===== src/hw/dgd_pkg.sv =====
// Constants and types for the dual gate drive fault logic
//
// How it works
// - Each gate follows its own logic input, independent of the other.
// - An undriven logic input counts as low, so its gate stays low.
// - Overtemperature forces both gates low until its flag clears.
// - Main supply lockout (under or over voltage) holds both gates low.
// - A floating supply undervoltage holds only its own gate low.
// - One floating lockout leaves the other channel free; global ones win.
// - The active-low fault pin is pulled low at once while any fault stands.
// - Pin stays low a fixed hold-off after faults clear; a fault restarts it.
package dgd_pkg;

  localparam int unsigned CLK_MHZ      = 100;
  localparam int unsigned HOLD_US      = 100;
  localparam int unsigned HOLD_CYC     = HOLD_US * CLK_MHZ;

  localparam int unsigned AXI_AW       = 8;
  localparam logic [7:0]  OFS_CTRL     = 8'h00;
  localparam logic [7:0]  OFS_STATUS   = 8'h04;
  localparam logic [7:0]  OFS_INT_STAT = 8'h08;
  localparam logic [7:0]  OFS_INT_MASK = 8'h0C;
  localparam logic [7:0]  OFS_HOLD     = 8'h10;

  localparam int unsigned CTRL_EN_A    = 0;
  localparam int unsigned CTRL_EN_B    = 1;
  localparam logic [1:0]  CTRL_RST     = 2'h3;

  localparam int unsigned ST_FAULT_LO  = 0;
  localparam int unsigned ST_PIN_LOW   = 5;
  localparam int unsigned ST_GATE_A    = 6;
  localparam int unsigned ST_GATE_B    = 7;
  localparam int unsigned ST_PIN_SENSE = 8;

  localparam int unsigned NUM_EVT      = 6;
  localparam int unsigned EVT_RELEASE  = 5;
  localparam logic [5:0]  INT_MASK_RST = 6'h00;

  localparam logic [1:0]  RESP_OKAY    = 2'h0;
  localparam logic [1:0]  RESP_SLVERR  = 2'h2;

  // Lockout and temperature flags, one bit each
  typedef struct packed {
    logic float_b_uv;
    logic float_a_uv;
    logic supply_ov;
    logic supply_uv;
    logic over_temp;
  } dgd_faults_s;

endpackage


===== src/hw/dgd_gate_drive_ctrl.sv =====
// Dual gate drive control with lockouts, fault pin hold-off and AXI4-Lite
//
// Design decisions made here: the AXI4-Lite register port and the placing of the registers.
`timescale 1ns/1ps
`default_nettype none

module dgd_gate_drive_ctrl #(
  parameter int unsigned HOLD_CYCLES = dgd_pkg::HOLD_CYC
) (
  input  wire logic                core_clk,
  input  wire logic                rst_n,
  input  wire logic                chan_a_input,
  input  wire logic                chan_b_input,
  input  wire dgd_pkg::dgd_faults_s lock_flags,
  output logic                     chan_a_gate_out,
  output logic                     chan_b_gate_out,
  input  wire logic                fault_out_n_i,
  output logic                     fault_out_n_o,
  output logic                     fault_out_n_oe_n,
  output logic                     irq,
  input  wire logic                s_axi_awvalid,
  output logic                     s_axi_awready,
  input  wire logic [7:0]          s_axi_awaddr,
  input  wire logic [2:0]          s_axi_awprot,
  input  wire logic                s_axi_wvalid,
  output logic                     s_axi_wready,
  input  wire logic [31:0]         s_axi_wdata,
  input  wire logic [3:0]          s_axi_wstrb,
  output logic                     s_axi_bvalid,
  input  wire logic                s_axi_bready,
  output logic [1:0]               s_axi_bresp,
  input  wire logic                s_axi_arvalid,
  output logic                     s_axi_arready,
  input  wire logic [7:0]          s_axi_araddr,
  input  wire logic [2:0]          s_axi_arprot,
  output logic                     s_axi_rvalid,
  input  wire logic                s_axi_rready,
  output logic [31:0]              s_axi_rdata,
  output logic [1:0]               s_axi_rresp
);
  import dgd_pkg::*;

  localparam int unsigned CNT_W = $clog2(HOLD_CYCLES + 1);
  localparam logic [CNT_W-1:0] HOLD_LOAD = CNT_W'(HOLD_CYCLES);

  // Refused at elaboration: a zero hold-off would let the pin chatter
  if (HOLD_CYCLES < 1 || CNT_W > 32) begin : gen_hold_check
    $error("HOLD_CYCLES must be between 1 and 2**32-1");
  end

  // Pin synchronisers; the first stage feeds the second only
  logic [2:0] sync1_q;
  logic [2:0] sync2_q;

  always_ff @(posedge core_clk) begin
    if (!rst_n) begin
      // Samples start low, as an undriven logic input would through its pull-down, the pulled-up fault pin included
      sync1_q <= 3'h0;
      sync2_q <= 3'h0;
    end else begin
      sync1_q <= {fault_out_n_i, chan_b_input, chan_a_input};
      sync2_q <= sync1_q;
    end
  end

  wire in_a_s  = sync2_q[0];
  wire in_b_s  = sync2_q[1];
  wire pin_s   = sync2_q[2];

  // Gate decisions
  logic [1:0] ctrl_q;
  wire lock_all  = lock_flags.over_temp | lock_flags.supply_uv
                 | lock_flags.supply_ov;
  wire gate_a_d  = in_a_s & ctrl_q[CTRL_EN_A] & ~lock_all
                 & ~lock_flags.float_a_uv;
  wire gate_b_d  = in_b_s & ctrl_q[CTRL_EN_B] & ~lock_all
                 & ~lock_flags.float_b_uv;
  wire any_fault = |lock_flags;

  // Fault hold-off counter, reloaded while any fault stands
  logic [CNT_W-1:0] hold_cnt_q;
  wire  [CNT_W-1:0] hold_cnt_d = any_fault ? HOLD_LOAD :
                                 (hold_cnt_q != '0) ? hold_cnt_q - 1'b1 :
                                 hold_cnt_q;
  wire pin_low_d = any_fault | (hold_cnt_q != '0);

  always_ff @(posedge core_clk) begin
    if (!rst_n) begin
      chan_a_gate_out  <= 1'b0;
      chan_b_gate_out  <= 1'b0;
      hold_cnt_q       <= '0;
      fault_out_n_oe_n <= 1'b1;
    end else begin
      chan_a_gate_out  <= gate_a_d;
      chan_b_gate_out  <= gate_b_d;
      hold_cnt_q       <= hold_cnt_d;
      fault_out_n_oe_n <= ~pin_low_d;
    end
  end

  // Open drain: only ever pulls low, the board pulls it high
  always_ff @(posedge core_clk) begin
    fault_out_n_o <= 1'b0;
  end

  // Interrupt events: each flag rising, and the fault pin releasing
  dgd_faults_s flags_prev_q;
  logic        pin_low_prev_q;
  logic [NUM_EVT-1:0] int_stat_q;
  logic [NUM_EVT-1:0] int_mask_q;

  wire [4:0] flag_rise = lock_flags & ~flags_prev_q;
  wire       released  = pin_low_prev_q & fault_out_n_oe_n;
  wire [NUM_EVT-1:0] evt = {released, flag_rise};

  // AXI4-Lite write path: address and data taken in either order
  logic       aw_full_q;
  logic       w_full_q;
  logic [7:0] awaddr_q;
  logic [7:0] wbyte_q;
  logic       wstrb0_q;

  wire aw_hs    = s_axi_awvalid & s_axi_awready;
  wire w_hs     = s_axi_wvalid & s_axi_wready;
  wire do_write = aw_full_q & w_full_q & ~s_axi_bvalid;
  wire aw_full_d = (aw_full_q | aw_hs) & ~do_write;
  wire w_full_d  = (w_full_q | w_hs) & ~do_write;
  wire bvalid_d  = do_write | (s_axi_bvalid & ~s_axi_bready);

  wire wr_ctrl = do_write & wstrb0_q & (awaddr_q == OFS_CTRL);
  wire wr_stat = do_write & wstrb0_q & (awaddr_q == OFS_INT_STAT);
  wire wr_mask = do_write & wstrb0_q & (awaddr_q == OFS_INT_MASK);
  wire wr_hit  = (awaddr_q == OFS_CTRL) | (awaddr_q == OFS_STATUS)
               | (awaddr_q == OFS_INT_STAT) | (awaddr_q == OFS_INT_MASK)
               | (awaddr_q == OFS_HOLD);

  wire [NUM_EVT-1:0] clr_bits   = wr_stat ? wbyte_q[NUM_EVT-1:0] : '0;
  // A new event in the clearing cycle survives the clear
  wire [NUM_EVT-1:0] int_stat_d = (int_stat_q & ~clr_bits) | evt;
  // irq uses the next mask so it never lags a mask write by a cycle
  wire [NUM_EVT-1:0] int_mask_d = wr_mask ? wbyte_q[NUM_EVT-1:0]
                                          : int_mask_q;

  always_ff @(posedge core_clk) begin
    if (!rst_n) begin
      aw_full_q      <= 1'b0;
      w_full_q       <= 1'b0;
      awaddr_q       <= 8'h00;
      wbyte_q        <= 8'h00;
      wstrb0_q       <= 1'b0;
      s_axi_awready  <= 1'b0;
      s_axi_wready   <= 1'b0;
      s_axi_bvalid   <= 1'b0;
      s_axi_bresp    <= RESP_OKAY;
    end else begin
      aw_full_q      <= aw_full_d;
      w_full_q       <= w_full_d;
      s_axi_awready  <= ~aw_full_d & ~bvalid_d;
      s_axi_wready   <= ~w_full_d & ~bvalid_d;
      s_axi_bvalid   <= bvalid_d;
      if (aw_hs) begin
        awaddr_q <= {s_axi_awaddr[7:2], 2'h0};
      end
      if (w_hs) begin
        wbyte_q  <= s_axi_wdata[7:0];
        wstrb0_q <= s_axi_wstrb[0];
      end
      if (do_write) begin
        s_axi_bresp <= wr_hit ? RESP_OKAY : RESP_SLVERR;
      end
    end
  end

  always_ff @(posedge core_clk) begin
    if (!rst_n) begin
      ctrl_q         <= CTRL_RST;
      int_mask_q     <= INT_MASK_RST;
      int_stat_q     <= '0;
      flags_prev_q   <= '0;
      pin_low_prev_q <= 1'b0;
      irq            <= 1'b0;
    end else begin
      if (wr_ctrl) begin
        ctrl_q <= wbyte_q[1:0];
      end
      int_mask_q     <= int_mask_d;
      int_stat_q     <= int_stat_d;
      flags_prev_q   <= lock_flags;
      pin_low_prev_q <= ~fault_out_n_oe_n;
      irq            <= |(int_stat_d & int_mask_d);
    end
  end

  // AXI4-Lite read path: one read outstanding, answer one cycle after
  wire ar_hs    = s_axi_arvalid & s_axi_arready;
  wire rvalid_d = ar_hs | (s_axi_rvalid & ~s_axi_rready);
  wire [7:0] raddr = {s_axi_araddr[7:2], 2'h0};

  logic [31:0] status_w;
  assign status_w = {23'h0, pin_s, chan_b_gate_out, chan_a_gate_out,
                     ~fault_out_n_oe_n, lock_flags};

  wire rd_ctrl = (raddr == OFS_CTRL);
  wire rd_st   = (raddr == OFS_STATUS);
  wire rd_is   = (raddr == OFS_INT_STAT);
  wire rd_im   = (raddr == OFS_INT_MASK);
  wire rd_hold = (raddr == OFS_HOLD);
  wire rd_hit  = rd_ctrl | rd_st | rd_is | rd_im | rd_hold;

  wire [31:0] rd_mux =
      rd_ctrl ? {30'h0, ctrl_q} :
      rd_st   ? status_w :
      rd_is   ? {26'h0, int_stat_q} :
      rd_im   ? {26'h0, int_mask_q} :
      rd_hold ? 32'(hold_cnt_q) : 32'h0;

  always_ff @(posedge core_clk) begin
    if (!rst_n) begin
      s_axi_arready <= 1'b0;
      s_axi_rvalid  <= 1'b0;
      s_axi_rdata   <= 32'h0;
      s_axi_rresp   <= RESP_OKAY;
    end else begin
      s_axi_arready <= ~rvalid_d;
      s_axi_rvalid  <= rvalid_d;
      if (ar_hs) begin
        s_axi_rdata <= rd_mux;
        s_axi_rresp <= rd_hit ? RESP_OKAY : RESP_SLVERR;
      end
    end
  end
endmodule // dgd_gate_drive_ctrl

`default_nettype wire


===== config.mk =====
export PLATFORM = sky130hd
export DESIGN_NAME = dgd_gate_drive_ctrl
export DESIGN_NICKNAME = d
export VERILOG_FILES = /design/src/hw/dgd_pkg.sv /design/src/hw/dgd_gate_drive_ctrl.sv
export SDC_FILE = /design/constraint.sdc
export NUM_CORES = 1
export LEC_CHECK = 0
export BUFFER_PORTS_ARGS = -buffer_cell sky130_fd_sc_hd__buf_2
export CAP_MARGIN = 5
export CORE_UTILIZATION = 56
export CTS_BUF_LIST = sky130_fd_sc_hd__clkbuf_8
export DETAILED_ROUTE_END_ITERATION = 10
export GPL_ROUTABILITY_DRIVEN = 0
export PLACE_DENSITY = 0.87
export RECOVER_POWER = 25
export SYNTH_ARGS = -nofsm -noshare
export SYNTH_HDL_FRONTEND = slang
export SYNTH_SLANG_ARGS = --single-unit

===== constraint.sdc =====
create_clock -name core_clk -period 4.6 [get_ports core_clk]
set_input_delay 0.69 -clock core_clk [delete_from_list [all_inputs] [get_ports core_clk]]
set_output_delay 0.69 -clock core_clk [all_outputs]
set_load 0.005 [all_outputs]

======== Yosys cells after proc, flatten, opt, wreduce, memory -nomap -nowiden ========
Index checks and enable logic that the tools add are counted.
storage, ports and cells
  register bits after elaboration ......... 100
  bits of input ports ..................... 73
  word-level logic and storage cells ...... 114
  output and inout port bits .............. 46
cells by class
  equality and inequality tests ........... 8
  reductions and logical operators ........ 7
  bitwise logic cells ..................... 57
  muxes and demuxes ....................... 11
  add/subtract/negate cells ............... 1
operators with widths
  operator                 count
  $mux W14                 7
  $eq A6 B2 Y1 const B     4
  $and A1 B1 Y1            22
  $logic_not A8 Y1         2
  $or A1 B1 Y1             15
  $not A1 Y1               14
  $reduce_bool A14 Y1      1
  $sub A14 B1 Y14 const B  1
  $and A6 B6 Y6            2
  $eq A6 B1 Y1 const B     2
  $eq A6 B3 Y1 const B     2
  $mux W6                  2
  $reduce_or A6 Y1         2
  $not A6 Y6               1
  $or A6 B6 Y6             1
  $and A5 B5 Y5            1
  $not A5 Y5               1
  $reduce_or A5 Y1         1
  $mux W2                  2
  $reduce_bool A2 Y1       1

======== Logic depth before layout (Yosys ltp) ========
  depth after elaboration ................. 10
  gate-level depth with buffers ........... 7
  depth with buffers taken out ............ 7

======== Worst setup path after synthesis ========
OpenSTA, ideal clock, no wires.
  path type ............................... input-to-reg
  start ................................... input port s_axi_araddr[5]
  end ..................................... register s_axi_rdata[3]
  data required time ...................... 4.530 ns
  slack ................................... 2.435 ns
  buffers on the path ..................... 1
  data arrival time ....................... 2.095 ns
  stages on the path ...................... 6
  setup time .............................. 0.070 ns
  cells stage by stage .................... or4_1 -> clkbuf_1 -> nor2_1 -> a21oi_1 -> or4_1 -> a21oi_1
on the way
  longest elaborated chain between the ends .. 6
  elaborated cells between the ends (all ways) .. 10
  those cells by class .................... eq/ne (4); mux (5); reduce/logical (1)
RTL lines
  what                  RTL line                    RTL
  start, declared       dgd_gate_drive_ctrl.sv:34   input wire logic [7:0] s_axi_araddr,
  $eq A6 B3 Y1          dgd_gate_drive_ctrl.sv:207  wire rd_hold = (raddr == OFS_HOLD);
  $mux W14              dgd_gate_drive_ctrl.sv:215  rd_hold ? 32'(hold_cnt_q) : 32'h0;
  $mux W14              dgd_gate_drive_ctrl.sv:214  rd_im ? {26'h0, int_mask_q} :
  $mux W14              dgd_gate_drive_ctrl.sv:213  rd_is ? {26'h0, int_stat_q} :
  $mux W14              dgd_gate_drive_ctrl.sv:212  rd_st ? status_w :
  $mux W14 *            dgd_gate_drive_ctrl.sv:211  rd_ctrl ? {30'h0, ctrl_q} :
  end signal, assigned  dgd_gate_drive_ctrl.sv:227  s_axi_rdata <= rd_mux;
  end, declared         dgd_gate_drive_ctrl.sv:38   output logic [31:0] s_axi_rdata,
Mark *: on every way between the ends. The rest lies on a longest branch, timed or not.
A chain may end at the register's enable or synchronous reset.

======== Worst setup path in the final report ========
  start ................................... input port rst_n
  end ..................................... register s_axi_rdata[7]
RTL lines
  what             RTL line                   RTL
  start, declared  dgd_gate_drive_ctrl.sv:11  input wire logic rst_n,
No word-level cell between the ends.

==> summary.txt <==
status: finished, violations left
violated checks: capacitance limit, slew limit
filler cell count: 516
routed wire length: 7939 microns
cts hold-fix bufs: 0
relative slew slack: -0.4917
Core Region: 6061 sq um
Worst VDD drop: 0.2070 mV
setup TNS: 0 ns
Hold Path Class: reg2reg
Final Max Slew Viols: 52
number of flops mapped to enable cells by yosys: 0
Final ANT Viol Nets: 0
routed len/inst: 14.25 microns
largest net degree at the start of global routing: 52
WS Path Type: in2reg
Post-CTS Setup Inserts: 0
slew at the pin closest to its max-slew limit: 2.238 ns
initial DRC count: 231
ys flop type: dfxtp_1
FFs w/ async S/R, synth: 0
crit path DAT: 2.95 ns
Cell Pwr Density: 342.8 nW/um^2
I/O pin count: 119
gr ovfl total: 0
RSZ-0062 raised after global routing: no
crit-path max FO: 51
placed cell count: 541
Root Buffer: clkbuf_8
final setup vio count: 0
via count: 3,168
layout net count: 552
Static Leak: 0.001675 uW
number of H-tree levels: 3
worst reg2reg path depth: 5
clk_skew: 0.006576 ns
Distinct cells, synth: 51
Longest Clk Path Bufs: 2
Final Non-Filler Cells: 557
vias in the first global route: 2,681
worst r2r src: aw_full_q$_SDFF_PN0_
# diodes: 0
CP Capture Type: register
Die Width: 82.14 microns
CTS sink count: 80
DIE AREA: 6746 sq um
worst hold start: sync2_q[0]$_SDFF_PN0_
Row Count: 28
layout cells sized above 1: 0.1722
CTS Buf Count: 9
Total GRT Usage: 0.2490
pre-CTS setup slack: 1.985 ns
min cycle time layout: 2.826 ns
post-DP HPWL: 5751 microns
mapped cell area: 3596 sq um
post-CTS sizing: 0
Avg Cell Area, Syn: 8.363 sq um
first-pass GRT wire length: 12,650 microns
Synth Instances: 430
Clk Latency, worst-skew pair: 0.34 ns
# port buffers: 58
drt first pass iters: 4
synthesis warning total: 0
DRC Markers: 0
Fin. Hold Viols: 0
Seq/Total Area, Yosys: 0.4454
Clock transition at path regs: 0.08 ns
#FFs+latches synth: 80
Max-Cap Viols: 1
Critical Path RT: 4.73 ns
FMAX: 353.9 MHz
CTS tree: done
P&R area growth vs syn: 11.69%
CP Launch Type: input pin
Via density: 5.688
fin crit share: 0.6143
die height: 82.14 microns
antenna violations before repair: 0
Setup crit start: rst_n
Starting Density: 0.5933
final worst setup slack: 1.774 ns
hold depth: 2
==> logic make-up (layout without fill, tap and decap cells) <==
family	Yosys count	count (layout)	share of synthesized area
buf+inv	56	88	0.08107
compound gates	86	86	0.1441
xor+xnor	9	9	0.02192
flops	80	80	0.4454
other cells	1	21	0.001043
mux	8	8	0.02227
fa+ha+maj	2	2	0.006958
simple gates	188	188	0.2773
==> report_power, final <==
group | total [uW] | switching [uW] | internal [uW]
sequential | 743 | 24.7 | 718
clock | 508 | 246 | 263
combinational | 126 | 73.8 | 51.7
total | 1380 | 344 | 1030
==> sequential cells by signal (all words and copies together) (netlist names), 2 cells and up <==
name,count
s_axi_rdata,14
wbyte_q,6
sync1_q,3
int_mask_q,6
int_stat_q,6
ctrl_q,2
sync2_q,3
flags_prev_q,5
hold_cnt_q,14
awaddr_q,6
==> worst paths after layout <==
path / endpoint / slack (ns)
setup reg to reg: irq$_SDFF_PN0_ / 2.00
hold / removal: chan_a_gate_out$_SDFF_PN0_ / 0.43
setup / recovery: s_axi_rdata[7]$_SDFFE_PN0P_ / 1.77
hold reg to reg: chan_a_gate_out$_SDFF_PN0_ / 0.43
==> worst max-delay path: stages <==
cell and delay, ns:
clkbuf_1 0.35, clkinv_1 0.11, clkbuf_1 1.60, nor3_1 0.19
==> per-stage QoR <==
step / utilization / power, uW / hold slack [ns] / instance area, sq um
final: 0.6627 / 1377 / 0.4283 / 4016
after global routing: 0.6627 / 1436 / 0.4501 / 4016
after CTS: 0.6635 / 1382 / 0.4316 / 4021
after detailed placement: 0.6309 / 882.2 / 0.4208 / 3824
after global placement: 0.6309 / 875.8 / 0.4150 / 3824
after floorplan: - / 851.4 / 0.4069 / 3671
==> Yosys cell counts, types with 3 or more instances <==
master | n | share of area
or4_1 | 5 | 0.010
a31oi_1 | 4 | 0.0070
nor3_1 | 16 | 0.022
nor2b_1 | 3 | 0.0052
nand2_1 | 40 | 0.042
xnor2_1 | 5 | 0.012
nand2b_1 | 14 | 0.024
nor3b_1 | 3 | 0.0063
clkbuf_1 | 19 | 0.020
nand3_1 | 25 | 0.035
a221oi_1 | 4 | 0.0097
xor2_1 | 4 | 0.0097
a21oi_1 | 51 | 0.071
and2_1 | 11 | 0.019
dfxtp_1 | 80 | 0.45
a211oi_1 | 4 | 0.0084
nand3b_1 | 6 | 0.013
and3_1 | 4 | 0.0070
o211ai_1 | 4 | 0.0084
o21ai_0 | 8 | 0.011
inv_1 | 11 | 0.011
nor2_1 | 43 | 0.045
buf_4 | 21 | 0.044
mux2i_1 | 8 | 0.022
==> area by class of cell <==
type	count	area, sq um	share of cell area
Multi-Input combinational cell	314	1778	0.4427
Sequential cell	80	1602	0.3988
Timing Repair Buffer	60	300.3	0.07477
Clock buffer	10	137.6	0.03427
Tap cell	75	93.84	0.02336
Clock inverter	6	60.06	0.01495
Inverter	12	45.04	0.01121
==> per-layer routing <==
layer	track usage	vias to the layer above	wire (microns)
met1	0.3375	1477	3641
met2	0.3901	129	3606
met5	0	-	0
met4	0.1123	0	151
met3	0.03846	13	539
li1	-	1549	-
==> placed cells by master, fill, tap and decap left out, types with 5 or more instances in the layout <==
master	Yosys	layout
dfxtp_1	80	80
o21ai_0	8	8
a21oi_1	51	51
nor2_1	43	43
xnor2_1	5	5
inv_1	11	12
and2_1	11	7
conb_1	1	21
clkbuf_8	0	10
nand3_1	25	25
nand2_1	40	40
or4_1	5	5
nand2b_1	14	14
nand3b_1	6	6
buf_2	2	57
mux2i_1	8	8
nor3_1	16	16
Note: power is estimated with default switching activity, not from simulation.
